File: src/pcm_pkg.sv
// Constants and types of the counter-array mode control block
package pcm_pkg;

   ////////////////////////////////////////////////////////////////////////////
   // Register byte addresses on the bus
   localparam logic [7:0] ADDR_MODE    = 8'h00;
   localparam logic [7:0] ADDR_CONTROL = 8'h04;
   localparam logic [7:0] ADDR_STATUS  = 8'h08;
   localparam logic [7:0] ADDR_IRQ_EN  = 8'h0C;
   localparam logic [7:0] ADDR_IRQ_CLR = 8'h10;
   localparam logic [7:0] ADDR_COUNT   = 8'h14;

   ////////////////////////////////////////////////////////////////////////////
   // Mode register fields and reset value
   localparam int         MODE_IDLE_BIT = 7;
   localparam int         MODE_PS_LSB   = 1;
   localparam int         MODE_OVF_BIT  = 0;
   localparam logic [7:0] MODE_RESET    = 8'h00;
   localparam logic [7:0] MODE_WMASK    = 8'h8F;

   ////////////////////////////////////////////////////////////////////////////
   // Status bit layout: 0 overflow, 1 module 0, 2 module 1
   localparam int         NUM_EVT      = 3;
   localparam int         EVT_OVF      = 0;
   localparam int         EVT_M0       = 1;
   localparam int         EVT_M1       = 2;
   localparam logic [2:0] EVT_RESET    = 3'h0;
   localparam logic [15:0] COUNT_RESET = 16'h0000;

   ////////////////////////////////////////////////////////////////////////////
   // Timebase division counts
   localparam int         DIV_SLOW     = 12;
   localparam int         DIV_FAST     = 4;
   localparam int         DIV_EXT      = 8;
   localparam logic [3:0] DIV_SLOW_END = 4'(DIV_SLOW - 1);
   localparam logic [1:0] DIV_FAST_END = 2'(DIV_FAST - 1);
   localparam logic [2:0] DIV_EXT_END  = 3'(DIV_EXT - 1);

   typedef enum logic [2:0] {
      PS_CLK12, PS_CLK4, PS_T0OVF, PS_EXTIN, PS_CLK, PS_EXT8, PS_RSV6, PS_RSV7
   } pcm_src_e;

endpackage

File: src/pcm_edge.sv
// Falling edge detector for a synchronous input
module pcm_edge (
   input  wire logic CLK_SYS,
   input  wire logic RST_B,
   input  wire logic din,
   output logic      fall
);
   logic prev_r;

   always_ff @(posedge CLK_SYS or negedge RST_B) begin
      if (!RST_B) begin
         prev_r <= 1'b1;
      end else begin
         prev_r <= din;
      end
   end

   assign fall = prev_r & ~din;
endmodule // pcm_edge

File: src/pcm_prescale.sv
// Modulo prescaler producing a one-cycle enable
module pcm_prescale #(
   parameter int W = 4,
   parameter logic [W-1:0] LAST = '1
) (
   input  wire logic CLK_SYS,
   input  wire logic RST_B,
   input  wire logic step,
   output logic      tick
);
   logic [W-1:0] cnt_r;
   logic [W-1:0] cnt_nxt;
   logic         wrap;

   assign wrap    = step && (cnt_r == LAST);
   assign cnt_nxt = wrap ? '0 : W'(cnt_r + 1'b1);
   assign tick    = wrap;

   always_ff @(posedge CLK_SYS or negedge RST_B) begin
      if (!RST_B) begin
         cnt_r <= '0;
      end else if (step) begin
         cnt_r <= cnt_nxt;
      end
   end
endmodule // pcm_prescale

File: src/pcm_top.sv
// Counter-array mode control with timebase selection and AHB-Lite registers
//
// The AHB-Lite slave port and the register addresses are this design's own decisions.
module pcm_top (
   input  wire logic        CLK_SYS,
   input  wire logic        RST_B,
   input  wire logic        HSEL,
   input  wire logic [7:0]  HADDR,
   input  wire logic [1:0]  HTRANS,
   input  wire logic        HWRITE,
   input  wire logic [2:0]  HSIZE,
   input  wire logic [31:0] HWDATA,
   input  wire logic        HREADY,
   output logic [31:0]      HRDATA,
   output logic             HREADYOUT,
   output logic             HRESP,
   input  wire logic        CPU_IDLE,
   input  wire logic        TIMER0_OVF,
   input  wire logic        EXT_COUNT_INPUT,
   input  wire logic        EXT_CLOCK,
   input  wire logic        MODULE0_MATCH,
   input  wire logic        MODULE1_MATCH,
   output logic             COUNT_TICK,
   output logic [15:0]      COUNT_VALUE,
   output logic             IRQ
);

   ////////////////////////////////////////////////////////////////////////////
   // Bus address phase capture
   logic       wr_pend_r;
   logic       rd_pend_r;
   logic [7:0] addr_r;
   logic       phase_ok;

   assign phase_ok  = HSEL && HREADY && HTRANS[1];
   assign HREADYOUT = 1'b1;
   assign HRESP     = 1'b0;

   always_ff @(posedge CLK_SYS or negedge RST_B) begin
      if (!RST_B) begin
         wr_pend_r <= 1'b0;
         rd_pend_r <= 1'b0;
         addr_r    <= 8'h00;
      end else begin
         wr_pend_r <= phase_ok && HWRITE;
         rd_pend_r <= phase_ok && !HWRITE;
         if (phase_ok) begin
            addr_r <= HADDR;
         end
      end
   end

   wire wr_mode  = wr_pend_r && (addr_r == pcm_pkg::ADDR_MODE);
   wire wr_ctrl  = wr_pend_r && (addr_r == pcm_pkg::ADDR_CONTROL);
   wire wr_en    = wr_pend_r && (addr_r == pcm_pkg::ADDR_IRQ_EN);
   wire wr_clr   = wr_pend_r && (addr_r == pcm_pkg::ADDR_IRQ_CLR);

   ////////////////////////////////////////////////////////////////////////////
   // Mode register
   logic [7:0] mode_r;
   logic [2:0] irq_en_r;

   always_ff @(posedge CLK_SYS or negedge RST_B) begin
      if (!RST_B) begin
         mode_r   <= pcm_pkg::MODE_RESET;
         irq_en_r <= pcm_pkg::EVT_RESET;
      end else begin
         if (wr_mode) begin
            mode_r <= HWDATA[7:0] & pcm_pkg::MODE_WMASK;
         end
         if (wr_en) begin
            irq_en_r <= HWDATA[2:0];
         end
      end
   end

   wire [2:0] src_sel   = mode_r[pcm_pkg::MODE_PS_LSB +: 3];
   wire       idle_ctl  = mode_r[pcm_pkg::MODE_IDLE_BIT];
   wire       ovf_en    = mode_r[pcm_pkg::MODE_OVF_BIT];

   ////////////////////////////////////////////////////////////////////////////
   // Timebase sources
   // CPU idle suspends operation only when the mode idle bit (bit 7) is set
   wire run = !(idle_ctl && CPU_IDLE);

   logic tick12;
   logic tick4;
   logic tick_ext8;
   logic eci_fall;
   logic ext_rise;

   pcm_prescale #(.W(4), .LAST(pcm_pkg::DIV_SLOW_END)) u_div12 (
      .CLK_SYS (CLK_SYS),
      .RST_B   (RST_B),
      .step    (run),
      .tick    (tick12)
   );

   pcm_prescale #(.W(2), .LAST(pcm_pkg::DIV_FAST_END)) u_div4 (
      .CLK_SYS (CLK_SYS),
      .RST_B   (RST_B),
      .step    (run),
      .tick    (tick4)
   );

   // falling edges of the count input
   pcm_edge u_eci (
      .CLK_SYS (CLK_SYS),
      .RST_B   (RST_B),
      .din     (EXT_COUNT_INPUT),
      .fall    (eci_fall)
   );

   // External clock sampled, rising edges counted then divided
   logic ext_d_r;
   always_ff @(posedge CLK_SYS or negedge RST_B) begin
      if (!RST_B) begin
         ext_d_r <= 1'b0;
      end else begin
         ext_d_r <= EXT_CLOCK;
      end
   end
   assign ext_rise = EXT_CLOCK & ~ext_d_r;

   pcm_prescale #(.W(3), .LAST(pcm_pkg::DIV_EXT_END)) u_div8 (
      .CLK_SYS (CLK_SYS),
      .RST_B   (RST_B),
      .step    (run && ext_rise),
      .tick    (tick_ext8)
   );

   logic src_tick;
   always_comb begin
      case (pcm_pkg::pcm_src_e'(src_sel))
         pcm_pkg::PS_CLK12: src_tick = tick12;
         pcm_pkg::PS_CLK4:  src_tick = tick4;
         pcm_pkg::PS_T0OVF: src_tick = TIMER0_OVF;
         pcm_pkg::PS_EXTIN: src_tick = eci_fall;
         pcm_pkg::PS_CLK:   src_tick = 1'b1;
         pcm_pkg::PS_EXT8:  src_tick = tick_ext8;
         default:           src_tick = 1'b0;
      endcase
   end

   wire cnt_tick = src_tick && run;
   assign COUNT_TICK = cnt_tick;

   ////////////////////////////////////////////////////////////////////////////
   // Counter, flags and interrupt
   logic [15:0] count_r;
   logic [2:0]  flags_r;
   logic [2:0]  flags_nxt;
   wire         ovf_evt = cnt_tick && !wr_ctrl && (count_r == 16'hFFFF);
   wire  [2:0]  evt     = {MODULE1_MATCH && run, MODULE0_MATCH && run, ovf_evt};
   wire  [2:0]  clr     = wr_clr ? HWDATA[2:0] : 3'h0;

   // set wins over software clear, no hardware clear
   assign flags_nxt = (flags_r & ~clr) | evt;

   always_ff @(posedge CLK_SYS or negedge RST_B) begin
      if (!RST_B) begin
         count_r <= pcm_pkg::COUNT_RESET;
         flags_r <= pcm_pkg::EVT_RESET;
      end else begin
         if (wr_ctrl) begin
            count_r <= HWDATA[15:0];
         end else if (cnt_tick) begin
            count_r <= count_r + 16'h0001;
         end
         flags_r <= flags_nxt;
      end
   end

   assign COUNT_VALUE = count_r;

   // overflow enable gates interrupt, not flag
   // Enable bit 0 is storage only: the mode bit alone unmasks overflow
   wire [2:0] en_eff = {irq_en_r[2:1], ovf_en};
   assign IRQ = |(flags_r & en_eff);

   ////////////////////////////////////////////////////////////////////////////
   // Read data
   logic [31:0] rdata_r;
   wire  [31:0] rd_mux =
      (HADDR == pcm_pkg::ADDR_MODE)    ? {24'h00_0000, mode_r} :
      (HADDR == pcm_pkg::ADDR_STATUS)  ? {29'h0000_0000, flags_r} :
      (HADDR == pcm_pkg::ADDR_IRQ_EN)  ? {29'h0000_0000, irq_en_r} :
      (HADDR == pcm_pkg::ADDR_COUNT)   ? {16'h0000, count_r} : 32'h0000_0000;

   always_ff @(posedge CLK_SYS or negedge RST_B) begin
      if (!RST_B) begin
         rdata_r <= 32'h0000_0000;
      end else if (phase_ok && !HWRITE) begin
         rdata_r <= rd_mux;
      end
   end
   assign HRDATA = rdata_r;

   ////////////////////////////////////////////////////////////////////////////
   // Checks
   chk_idle_stops: assert property (@(posedge CLK_SYS) disable iff (!RST_B)
      (idle_ctl && CPU_IDLE) |-> !COUNT_TICK)
      else $error("count advanced while idle suspended");

   chk_clock_src: assert property (@(posedge CLK_SYS) disable iff (!RST_B)
      (src_sel == 3'h4 && run && !wr_ctrl) |=> (count_r == $past(count_r) + 16'h0001))
      else $error("system clock source did not count");

   chk_reserved_src: assert property (@(posedge CLK_SYS) disable iff (!RST_B)
      (src_sel[2:1] == 2'b11) |-> !COUNT_TICK)
      else $error("reserved source counted");

   chk_eci_fall: assert property (@(posedge CLK_SYS) disable iff (!RST_B)
      (src_sel == 3'h3 && run && $fell(EXT_COUNT_INPUT)) |-> COUNT_TICK)
      else $error("falling edge not counted");

   chk_ovf_irq: assert property (@(posedge CLK_SYS) disable iff (!RST_B)
      (ovf_en && flags_r[0]) |-> IRQ)
      else $error("overflow interrupt missing");

   chk_flag_hold: assert property (@(posedge CLK_SYS) disable iff (!RST_B)
      (flags_r[1] && !(wr_clr && HWDATA[1])) |=> flags_r[1])
      else $error("module flag cleared without write");

   chk_match_sets: assert property (@(posedge CLK_SYS) disable iff (!RST_B)
      (MODULE0_MATCH && run) |=> flags_r[1])
      else $error("match did not set flag");

   chk_div12_gap: assert property (@(posedge CLK_SYS) disable iff (!RST_B)
      tick12 |=> (!tick12) [*8])
      else $error("divide by 12 ticks too close");

   // Running cycles since the last divide-by-12 tick
   logic [3:0] gap12_r;

   always_ff @(posedge CLK_SYS or negedge RST_B) begin
      if (!RST_B) begin
         gap12_r <= 4'h0;
      end else if (tick12) begin
         gap12_r <= 4'h0;
      end else if (run) begin
         gap12_r <= gap12_r + 4'h1;
      end
   end

   chk_div12_period: assert property (@(posedge CLK_SYS) disable iff (!RST_B)
      tick12 |-> (gap12_r == pcm_pkg::DIV_SLOW_END))
      else $error("divide by 12 period wrong");

   chk_div4_gap: assert property (@(posedge CLK_SYS) disable iff (!RST_B)
      tick4 |=> (!tick4) [*3])
      else $error("divide by 4 ticks too close");

   chk_div4_src: assert property (@(posedge CLK_SYS) disable iff (!RST_B)
      (src_sel == 3'h1 && run) |-> (COUNT_TICK == tick4))
      else $error("divide by 4 source not followed");

   chk_t0_src: assert property (@(posedge CLK_SYS) disable iff (!RST_B)
      (src_sel == 3'h2 && run) |-> (COUNT_TICK == TIMER0_OVF))
      else $error("timer overflow source not followed");

   chk_extin_only: assert property (@(posedge CLK_SYS) disable iff (!RST_B)
      (src_sel == 3'h3) |-> (COUNT_TICK == (eci_fall && run)))
      else $error("count input source miscounted");

   chk_ext8_src: assert property (@(posedge CLK_SYS) disable iff (!RST_B)
      (src_sel == 3'h5 && run) |-> (COUNT_TICK == tick_ext8))
      else $error("external clock source not followed");

   chk_ext8_gap: assert property (@(posedge CLK_SYS) disable iff (!RST_B)
      tick_ext8 |=> (!tick_ext8) [*8])
      else $error("external divide ticks too close");

   chk_count_hold: assert property (@(posedge CLK_SYS) disable iff (!RST_B)
      (!COUNT_TICK && !wr_ctrl) |=> (count_r == $past(count_r)))
      else $error("counter moved without a tick");

   chk_ovf_sets: assert property (@(posedge CLK_SYS) disable iff (!RST_B)
      ovf_evt |=> flags_r[pcm_pkg::EVT_OVF])
      else $error("overflow did not set flag");

   chk_irq_masked: assert property (@(posedge CLK_SYS) disable iff (!RST_B)
      (!ovf_en && ((flags_r[2:1] & irq_en_r[2:1]) == 2'b00)) |-> !IRQ)
      else $error("masked interrupt raised");

   chk_irq_level: assert property (@(posedge CLK_SYS) disable iff (!RST_B)
      (flags_r[1] && irq_en_r[1]) |-> IRQ)
      else $error("module interrupt missing");

   chk_m1_sets: assert property (@(posedge CLK_SYS) disable iff (!RST_B)
      (MODULE1_MATCH && run) |=> flags_r[2])
      else $error("second match did not set flag");

   chk_m1_hold: assert property (@(posedge CLK_SYS) disable iff (!RST_B)
      (flags_r[2] && !(wr_clr && HWDATA[2])) |=> flags_r[2])
      else $error("second module flag cleared without write");

   chk_idle_no_flag: assert property (@(posedge CLK_SYS) disable iff (!RST_B)
      (!run && !flags_r[1]) |=> !flags_r[1])
      else $error("flag set while suspended");

   cov_ovf:  cover property (@(posedge CLK_SYS) disable iff (!RST_B) ovf_evt);
   cov_eci:  cover property (@(posedge CLK_SYS) disable iff (!RST_B) eci_fall && cnt_tick);
   cov_clr:  cover property (@(posedge CLK_SYS) disable iff (!RST_B) wr_clr && (|flags_r));
   cov_idle: cover property (@(posedge CLK_SYS) disable iff (!RST_B) idle_ctl && CPU_IDLE);
   cov_ext8: cover property (@(posedge CLK_SYS) disable iff (!RST_B) tick_ext8);

endmodule // pcm_top

File: config.mk
export PLATFORM = sky130hd
export DESIGN_NAME = pcm_top
export DESIGN_NICKNAME = d
export VERILOG_FILES = /design/src/pcm_pkg.sv /design/src/pcm_edge.sv /design/src/pcm_prescale.sv /design/src/pcm_top.sv
export SDC_FILE = /design/constraint.sdc
export NUM_CORES = 1
export LEC_CHECK = 0
export BUFFER_PORTS_ARGS = -buffer_cell sky130_fd_sc_hd__buf_4
export CORE_UTILIZATION = 30
export CTS_CLUSTER_SIZE = 14
export DETAILED_ROUTE_END_ITERATION = 16
export GPL_TIMING_DRIVEN = 0
export HOLD_SLACK_MARGIN = 0.06
export PLACE_DENSITY = 0.57
export SYNTH_ARGS = -nofsm -noshare
export SYNTH_HDL_FRONTEND = slang
export SYNTH_SLANG_ARGS = --single-unit
File: constraint.sdc
create_clock -name CLK_SYS -period 2 [get_ports CLK_SYS]
set_clock_uncertainty 0.15 [all_clocks]
set_input_delay 0.2 -clock CLK_SYS [delete_from_list [all_inputs] [get_ports CLK_SYS]]
set_output_delay 0.2 -clock CLK_SYS [all_outputs]
set_load 0.02 [all_outputs]
## Word level (Yosys, flattened, before mapping)

Index checks and enable logic that the tools add are counted.

- Add/subtract/negate cells: 4
- Equality and inequality tests: 15
- Multiplexer cells: 11
- Bitwise operators: 8
- Reduce and logical (&&, ||, !) cells: 26

Operator list:

| cell | count |
|---|---|
| $mux 16 | 6 |
| $eq 8x4->1 const B | 3 |
| $logic_and 1x1->1 | 18 |
| $add 16x1->16 const B | 1 |
| $eq 16x16->1 const B | 1 |
| $eq 8x5->1 const B | 2 |
| $logic_not 8->1 | 2 |
| $eq 3x3->1 const B | 3 |
| $eq 8x3->1 const B | 1 |
| $and 3x3->3 | 2 |
| $eq 3x2->1 const B | 2 |
| $mux 3 | 2 |
| $pmux 1 s6 | 1 |
| $add 4x1->4 const B | 1 |
| $eq 4x4->1 const B | 1 |
| $mux 4 | 1 |
| $add 3x1->3 const B | 1 |
| $eq 3x1->1 const B | 1 |
| $logic_not 1->1 | 3 |
| $logic_not 3->1 | 1 |
| $not 3->3 | 1 |
| $or 3x3->3 | 1 |
| $reduce_or 3->1 | 1 |
| $add 2x1->2 const B | 1 |
| 5 further kinds | 7 |

- Register bits: 79
- Input port bits: 56
- Output and inout bits: 52
- Logic and storage cells: 76

## Logic depth before layout (Yosys ltp)

Gate-level depths: netlist of the first run.

- Depth after elaboration: 9
- Mapped depth: 9
- Gate-level depth less buffers: 9

## By module

A second synthesis of the first run with hierarchy kept.

- Cells, all modules: 297
- Area total of the unflattened synthesis: 3225.6 um^2

Modules (own cells, without submodules):

| module | times used | cells each | area an instance (um^2) | seq. area each (um^2) |
|---|---|---|---|---|
| pcm_top | 1 | 256 | 2723.9 | 1326.3 |
| pcm_prescale (u_div12) | 1 | 20 | 212.7 | 100.1 |
| pcm_prescale (u_div8) | 1 | 12 | 152.6 | 75.1 |
| pcm_prescale (u_div4) | 1 | 7 | 96.3 | 50.0 |
| pcm_edge | 1 | 2 | 40.0 | 26.3 |

## Worst setup path after synthesis of the first run

No wires, ideal clock.

- Path kind: register -> register
- From: register u_div8.cnt_r[0]
- To: register count_r[11] (netlist: COUNT_VALUE[11])
- Library setup time: 133 ps
- Arrival time: 1759 ps
- Required time: 1717 ps
- Setup slack: -42 ps
- Stages on the path, launching flop included: 10
- Buffers on the path: 1
- Clock period less this slack: 2042 ps
- Cells stage by stage: dfrtp_1 > ha_1 > ha_1 > and2b_2 > o21ai_1 > nand4_2 > buf_6 > nor4_4 > xnor2_1 > a21oi_1

- Cells in the longest elaborated chain, start to end: 5

RTL lines:

| element | line | RTL |
|---|---|---|
| start, declared | pcm_prescale.sv:11 | `logic [W-1:0] cnt_r;` |
| start signal, assigned | pcm_prescale.sv:23 | `cnt_r <= cnt_nxt;` |
| $eq 3x3->1 | pcm_prescale.sv:15 | `assign wrap = step && (cnt_r == LAST);` |
| $logic_and 1x1->1 | pcm_prescale.sv:15 |  |
| $pmux 1 s6 | pcm_top.sv:134 | `case (pcm_pkg::pcm_src_e'(src_sel))` |
| $logic_and 1x1->1 | pcm_top.sv:145 | `wire cnt_tick = src_tick && run;` |
| $reduce_bool 2->1 (no source line) | n/a |  |
| end signal, assigned | pcm_top.sv:162 | `count_r <= pcm_pkg::COUNT_RESET;` |
| end signal, assigned | pcm_top.sv:166 | `count_r <= HWDATA[15:0];` |
| end signal, assigned | pcm_top.sv:168 | `count_r <= count_r + 16'h0001;` |
| end, declared | pcm_top.sv:150 | `logic [15:0] count_r;` |

No other way between the ends.
A chain may end at the register's enable or synchronous reset.

## Worst setup path in the final report of the first run

- From: register u_div8.cnt_r[1]
- To: register count_r[15] (netlist: COUNT_VALUE[15])

The elaborated chain is that of the path after synthesis.

==> out/metrics.cfg, run 1 <==
[outcome]
outcome=finished with violations
violations=negative setup slack

[sta]
tns_ps=-1290
fmax_mhz=466
slew_violations=0
worst_pin_slew_ps=799
rsz0062_at_grt=true
period_needed_ps=2150
timing.slew.headroom_pct=46.8
final.setup.worst_slack_ps=-145
hold_viol=0
finalSetupViolCount=18
finalCritPeriodShare_pct=107

[yosys]
synth-main-ff-cell=dfrtp_1
synthCells=305
ys.warnings.count=0
syn_area_per_cell_um2=10.3
synth_edf_count=0
syn_area_um2=3130
ys_types=42
yosysSeqAreaShare_pct=50.3
synth-async-reset-ratio_pct=100
synth_seq_cells=63

[critical_path]
crit_fanout=10
timing.rr.end=COUNT_VALUE[15]$_DFFE_PN0P_
worst_r2r_path_depth=9
rr_startpoint=u_div8.cnt_r[1]$_DFFE_PN0P_
start_kind=flip-flop
crit_type=reg -> reg
cp_data_arrival_time_ps=2190
required_ps=2050
end_kind=flip-flop
startpoint=u_div8.cnt_r[1]$_DFFE_PN0P_
reg2reg_slack_ps=-150

[clock_network]
clkSinkCount=63
clkLatencyLatePin_ps=330
cts.reportedPaths.clkPinSlew_ps=70
cts_made_buffers=9
clk_path_buf_depth=2
cts_htree_levels=3
cts-root-buf=clkbuf_8
cts_tree=done

[drt]
avgViaCountPerCell=4.61
dr.pass1.iters=5
totalWireLength_mm=7.55
first_iter_violations=62
postRouteAntennaNets=0
post-route-drc-count=0
vias=2628
wl_per_cell_um=13.2

[finish]
antenna_cells=0
finalNetCount=493
layout_commonest_cell=buf_4
final_cells=570
area_growth_pct=44.7
layout_common_cells=buf_4, dfrtp_1, nand2_1
drive_gt1_share_pct=33.9

[global_routing]
gr-total-overflow=0
grt_pass1_wl_mm=12.5
grt_max_degree=64
antenna_found_initial=0
grt_usage_pct=14.4
grt_pass1_vias=2543

[die]
ios=108
rows=36
core_area_um2=9950
fp.dieArea_um2=10900
die_y_um=104
start_util_pct=31.5
die-width_um=104

[hold_path]
hold_path_end=u_div4.cnt_r[1]$_DFFE_PN0N_
worstHoldStart=CPU_IDLE
hp-class=in -> reg
min_delay_path_depth=4

[pwr]
p_per_area_nw_per_um2=870
ir_drop_mv=0.423
p_leak_nw=2.08
p_total_mw=3.94

[placed_design]
hpwl_mm=5.47
portBuffers=67
gp_congestion=0.792
dp_cells=521

[run]
max_cap_violations=0

-- state kept, by name, summed over array words and instances, names as in the netlist --
signal	count
addr_r	8
u_eci.prev_r	1
flags_r	3
COUNT_VALUE	16
u_div4.cnt_r	2
ext_d_r	1
u_div12.cnt_r	4
HRDATA	16
mode_r	5
irq_en_r	3
u_div8.cnt_r	3
wr_pend_r	1
-- what timing repair did --
item,CTS,global route
setup buffers,2,3
resized for setup,12,17
endpoints found under the hold margin,98,0
setup endpoints to repair,25,23
pin swaps,0,5
hold buffers,28,0
-- cell families (layout without fill, tap and decap cells) --
| kind of cell | count (synthesis) | after routing | synth area share [%] |
|---|---|---|---|
| compound gates | 59 | 59 | 12.5 |
| flops | 63 | 63 | 50.3 |
| buf+inv | 34 | 150 | 6.55 |
| other cells | 2 | 18 | 0.240 |
| simple gates | 106 | 106 | 16.8 |
| mux | 21 | 21 | 7.39 |
| fa+ha+maj | 5 | 5 | 2.00 |
| xor+xnor | 15 | 15 | 4.19 |
-- synthesized netlist by cell type (2+ instances only) --
master,count,area [um2]
a2111oi_0,2,17.5
a21o_1,6,45.0
a21oi_1,10,50.1
a22o_1,13,114
a22oi_1,2,15.0
and2_1,4,25.0
buf_2,2,10.0
buf_4,18,135
clkbuf_1,6,22.5
conb_1,2,7.51
dfrtp_1,62,1550
ha_1,5,62.6
inv_1,7,26.3
mux2_2,17,191
mux2i_1,4,40.0
nand2_1,44,165
nand2b_1,3,18.8
nand3_1,8,40.0
nand3b_1,2,15.0
nand4_1,3,18.8
nor2_1,16,60.1
nor2b_1,4,25.0
nor3_1,13,65.1
nor4_1,3,18.8
o21ai_0,15,75.1
o21ai_1,4,20.0
o41ai_1,2,17.5
xnor2_1,14,123
-- critical path, cell delays in order, from the launching register on --
cell	delay, ps
dfrtp_1	360
ha_2	190
ha_4	120
and2b_2	210
o21ai_2	150
nand4_4	170
buf_6	200
nor3_1	220
xnor2_1	150
a21oi_1	80
-- where the power goes --
group          switching, mW  leakage, nW  internal, mW
Clock                  0.493        0.110         0.736
Combinational          0.486         1.17         0.513
Sequential             0.248        0.803          1.47
-- through the flow --
stage               utilization, %  worst slack [ps]  hold WS [ps]  cell area, um2
floorplan                        -              3.82          -246            3200
global placement              38.9              -191           171            3870
detailed placement            38.9              -212           170            3870
CTS                           44.7              -172           169            4450
global route                  45.6              -245           220            4530
finish                        45.6              -145           174            4530
-- worst max-delay path by stage --
stage                                              to  depth (start not counted)
after global routing      COUNT_VALUE[15]$_DFFE_PN0P_                          9
after floorplan            COUNT_VALUE[9]$_DFFE_PN0P_                          9
after CTS                 COUNT_VALUE[15]$_DFFE_PN0P_                          9
after global placement     COUNT_VALUE[9]$_DFFE_PN0P_                          9
final                     COUNT_VALUE[15]$_DFFE_PN0P_                          9
after detailed placement   COUNT_VALUE[9]$_DFFE_PN0P_                          9
-- layer usage --
metal | vias to the layer above | wire (um) | track usage [%]
li1 | 1298 | - | -
met1 | 1245 | 3580 | 19.8
met2 | 76 | 3530 | 22.9
met3 | 9 | 346 | 2.13
met4 | 0 | 93 | 5.61
met5 | - | 0 | 0
-- area by class of cell --
cell class / instances / area, um2
buffer: 27 / 185
multi-input combinational: 224 / 1520
inverter: 7 / 28.8
clock buffer: 11 / 141
clock inverter: 5 / 81.3
tap: 133 / 166
timing repair buffer: 100 / 832
sequential: 63 / 1580
fill: 954 / 5420
(Power assumes the default switching activity.)
==> inputs of run 2 (changes only) <==
--- a/config.mk
+++ b/config.mk
@@ -9,9 +9,9 @@
 export CORE_UTILIZATION = 30
 export CTS_CLUSTER_SIZE = 14
 export DETAILED_ROUTE_END_ITERATION = 16
+export GPL_ROUTABILITY_DRIVEN = 1
 export GPL_TIMING_DRIVEN = 0
 export HOLD_SLACK_MARGIN = 0.06
-export PLACE_DENSITY = 0.57
 export SYNTH_ARGS = -nofsm -noshare
 export SYNTH_HDL_FRONTEND = slang
 export SYNTH_SLANG_ARGS = --single-unit
==> out/metrics.cfg, run 2 (synthesis results as in run 1) <==
[critical_path]
end_kind=flip-flop  ; unchanged
slowest_stage=dfrtp_1  ; unchanged
crit_type=reg -> reg  ; unchanged
required_ps=2100  ; was 2050 ps
start_kind=flip-flop  ; unchanged
crit_fanout=6  ; was 10
path_cells=ha_2 -> ha_4 -> and2b_2 -> o21ai_2 -> nand4_4 -> buf_8 -> buf_4 -> nor3_4 -> xnor2_1 -> o21ai_1  ; was ha_2 -> ha_4 -> and2b_2 -> o21ai_2 -> nand4_4 -> buf_6 -> nor3_1 -> xnor2_1 -> a21oi_1
cp_data_arrival_time_ps=2300  ; was 2190 ps
cp_num_buf_inv=2  ; was 1
critical_path.max_stage_delay_ps=370  ; was 360 ps
critPathTopFamily=simple AND/OR/NAND/NOR gates  ; unchanged

[sta]
finalCritPeriodShare_pct=110  ; was 107%
slew_violations=0  ; unchanged
rsz0062_at_grt=true  ; unchanged
fmax_mhz=454  ; was 466 MHz
hold_viol=0  ; unchanged
period_needed_ps=2200  ; was 2150 ps
final.setup.worst_slack_ps=-201  ; was -145 ps
timing.slew.headroom_pct=45.8  ; was 46.8%
finalSetupViolCount=17  ; was 18
worst_pin_slew_ps=812  ; was 799 ps

[run]
max_cap_violations=0  ; unchanged

[global_routing]
grt_max_degree=64  ; unchanged
antenna_found_initial=0  ; unchanged
grt_usage_pct=15.2  ; was 14.4%
gr-total-overflow=0  ; unchanged
grt_pass1_wl_mm=13.0  ; was 12.5 mm
grt_pass1_vias=2572  ; was 2,543

[clock_network]
clk_path_buf_depth=2  ; unchanged
cts-root-buf=clkbuf_8  ; unchanged
cts.reportedPaths.clkPinSlew_ps=80  ; was 70 ps
cts_htree_levels=3  ; unchanged
clkLatencyLatePin_ps=350  ; was 330 ps
cts_tree=done  ; unchanged
clkSinkCount=63  ; unchanged
cts_made_buffers=9  ; unchanged

[drt]
post-route-drc-count=0  ; unchanged
wl_per_cell_um=13.8  ; was 13.2 um
first_iter_violations=91  ; was 62
avgViaCountPerCell=4.67  ; was 4.61
postRouteAntennaNets=0  ; unchanged
totalWireLength_mm=7.91  ; was 7.55 mm
vias=2674  ; was 2,628
dr.pass1.iters=4  ; was 5

[die]
fp.dieArea_um2=10900  ; unchanged
rows=36  ; unchanged
core_area_um2=9950  ; unchanged
die_y_um=104  ; unchanged
die-width_um=104  ; unchanged
start_util_pct=31.5  ; unchanged
ios=108  ; unchanged

[pwr]
swShare_pct=30.5  ; was 31.1%
intPower_mw=2.96  ; was 2.72 mW
p_seq_share_pct=40.6  ; was 43.5%
combPwrFrac_pct=24.2  ; was 25.3%
p_switching_mw=1.30  ; was 1.23 mW
power_frac_clock_pct=35.2  ; was 31.2%
ir_drop_mv=0.426  ; was 0.423 mV
p_per_area_nw_per_um2=916  ; was 870 nW/um2
p_leak_nw=2.14  ; was 2.08 nW

[finish]
final_cells=572  ; was 570
nFillCells=960  ; was 954
drive_gt1_share_pct=34.9  ; was 33.9%
stdcell_area_um2=4640  ; was 4530 um2
regArea_um2=1580  ; unchanged
layout_common_cells=buf_4, dfrtp_1, nand2_1  ; unchanged
finalNetCount=495  ; was 493
layout_commonest_cell=buf_4  ; unchanged
area_growth_pct=48.2  ; was 44.7%
multi_input_area_um2=1560  ; was 1520 um2
antenna_cells=0  ; unchanged

[hold_path]
hp-class=in -> reg  ; unchanged

[outcome]
violations=negative setup slack  ; unchanged
outcome=finished with violations  ; unchanged

[placed_design]
gp_congestion=0.773  ; was 0.792
placed_area_um2=3870  ; unchanged
dp_cells=521  ; unchanged
portBuffers=67  ; unchanged
hpwl_mm=5.47  ; about the same

==> run 2: changes by cell type in the layout (fill, tap and decap cells not counted), sizes merged <==
cell    before  now
buf         92   94
bufinv       2    4
clkbuf      18   16
==> run 2: area by class of cell <==
cell class	instances	area share, %
clock buffers	9	2.67
clock inverters	7	3.12
flip-flops and latches	63	34.0
well taps	133	3.58
plain buffers	27	4.07
repair buffers	102	18.5
inverters	7	0.620
multi-input cells	224	33.5
==> run 2: final timing paths <==
kind	start	endpoint	slack [ps]	cells past startpoint
max	u_div8.cnt_r[0]$_DFFE_PN0P_	COUNT_VALUE[14]$_DFFE_PN0P_	-200	10
min	CPU_IDLE	u_div12.cnt_r[1]$_DFFE_PN0N_	150	4
max reg2reg	u_div8.cnt_r[0]$_DFFE_PN0P_	COUNT_VALUE[14]$_DFFE_PN0P_	-200	10
min reg2reg	HRDATA[2]$_DFFE_PN0P_	HRDATA[2]$_DFFE_PN0P_	330	1
max in group asynchronous	RST_B	COUNT_VALUE[11]$_DFFE_PN0P_	830	2
min in group asynchronous	RST_B	u_div8.cnt_r[0]$_DFFE_PN0P_	340	2
==> run 2: worst register-to-register path, cell delays in order (launching register included) <==
cell,delay (ps)
dfrtp_1,370
ha_2,200
ha_4,130
and2b_2,210
o21ai_2,160
nand4_4,200
buf_8,210
buf_4,140
nor3_4,130
xnor2_1,130
o21ai_1,70
==> run 2: per-layer routing <==
metal | global-route usage, % | vias to the layer above | wire [um]
li1 | - | 1298 | -
met1 | 20.4 | 1286 | 3670
met2 | 23.8 | 78 | 3760
met3 | 2.88 | 12 | 360
met4 | 7.24 | 0 | 127
met5 | 0 | - | 0
==> run 2: timing repair <==
action | 4_1_cts | 5_1_grt
cloned | 0 | 1
pin swaps | 3 | 6
endpoints found under the setup margin | 25 | 25
gates resized for setup | 22 | 11
hold buffers | 28 | 0
endpoints found under the hold margin | 98 | 0
buffers inserted | 4 | 4
==> run 2: power by group through the flow <==
| stage | sequential (mW) | combinational [mW] | clock [mW] |
|---|---|---|---|
| final | 1.73 | 1.03 | 1.49 |
| after global routing | 1.75 | 1.14 | 1.59 |
| after CTS | 1.71 | 0.973 | 1.53 |
| after detailed placement | 1.72 | 0.863 | 0 |
| after global placement | 1.71 | 0.833 | 0 |
| after floorplan | 1.73 | 0.506 | 0 |
==> run 2: per-stage QoR <==
stage / util, % / hold slack (ps) / power [mW] / TNS, ps / worst slack, ps
final: 46.7 / 148 / 4.25 / -2330 / -201
after global placement: 38.9 / 169 / 2.54 / -3200 / -174
after detailed placement: 38.9 / 169 / 2.59 / -4010 / -216
after global routing: 46.7 / 194 / 4.49 / -4710 / -323
after floorplan: - / -246 / 2.24 / 0 / 3.82
after CTS: 45.7 / 146 / 4.21 / -1980 / -205
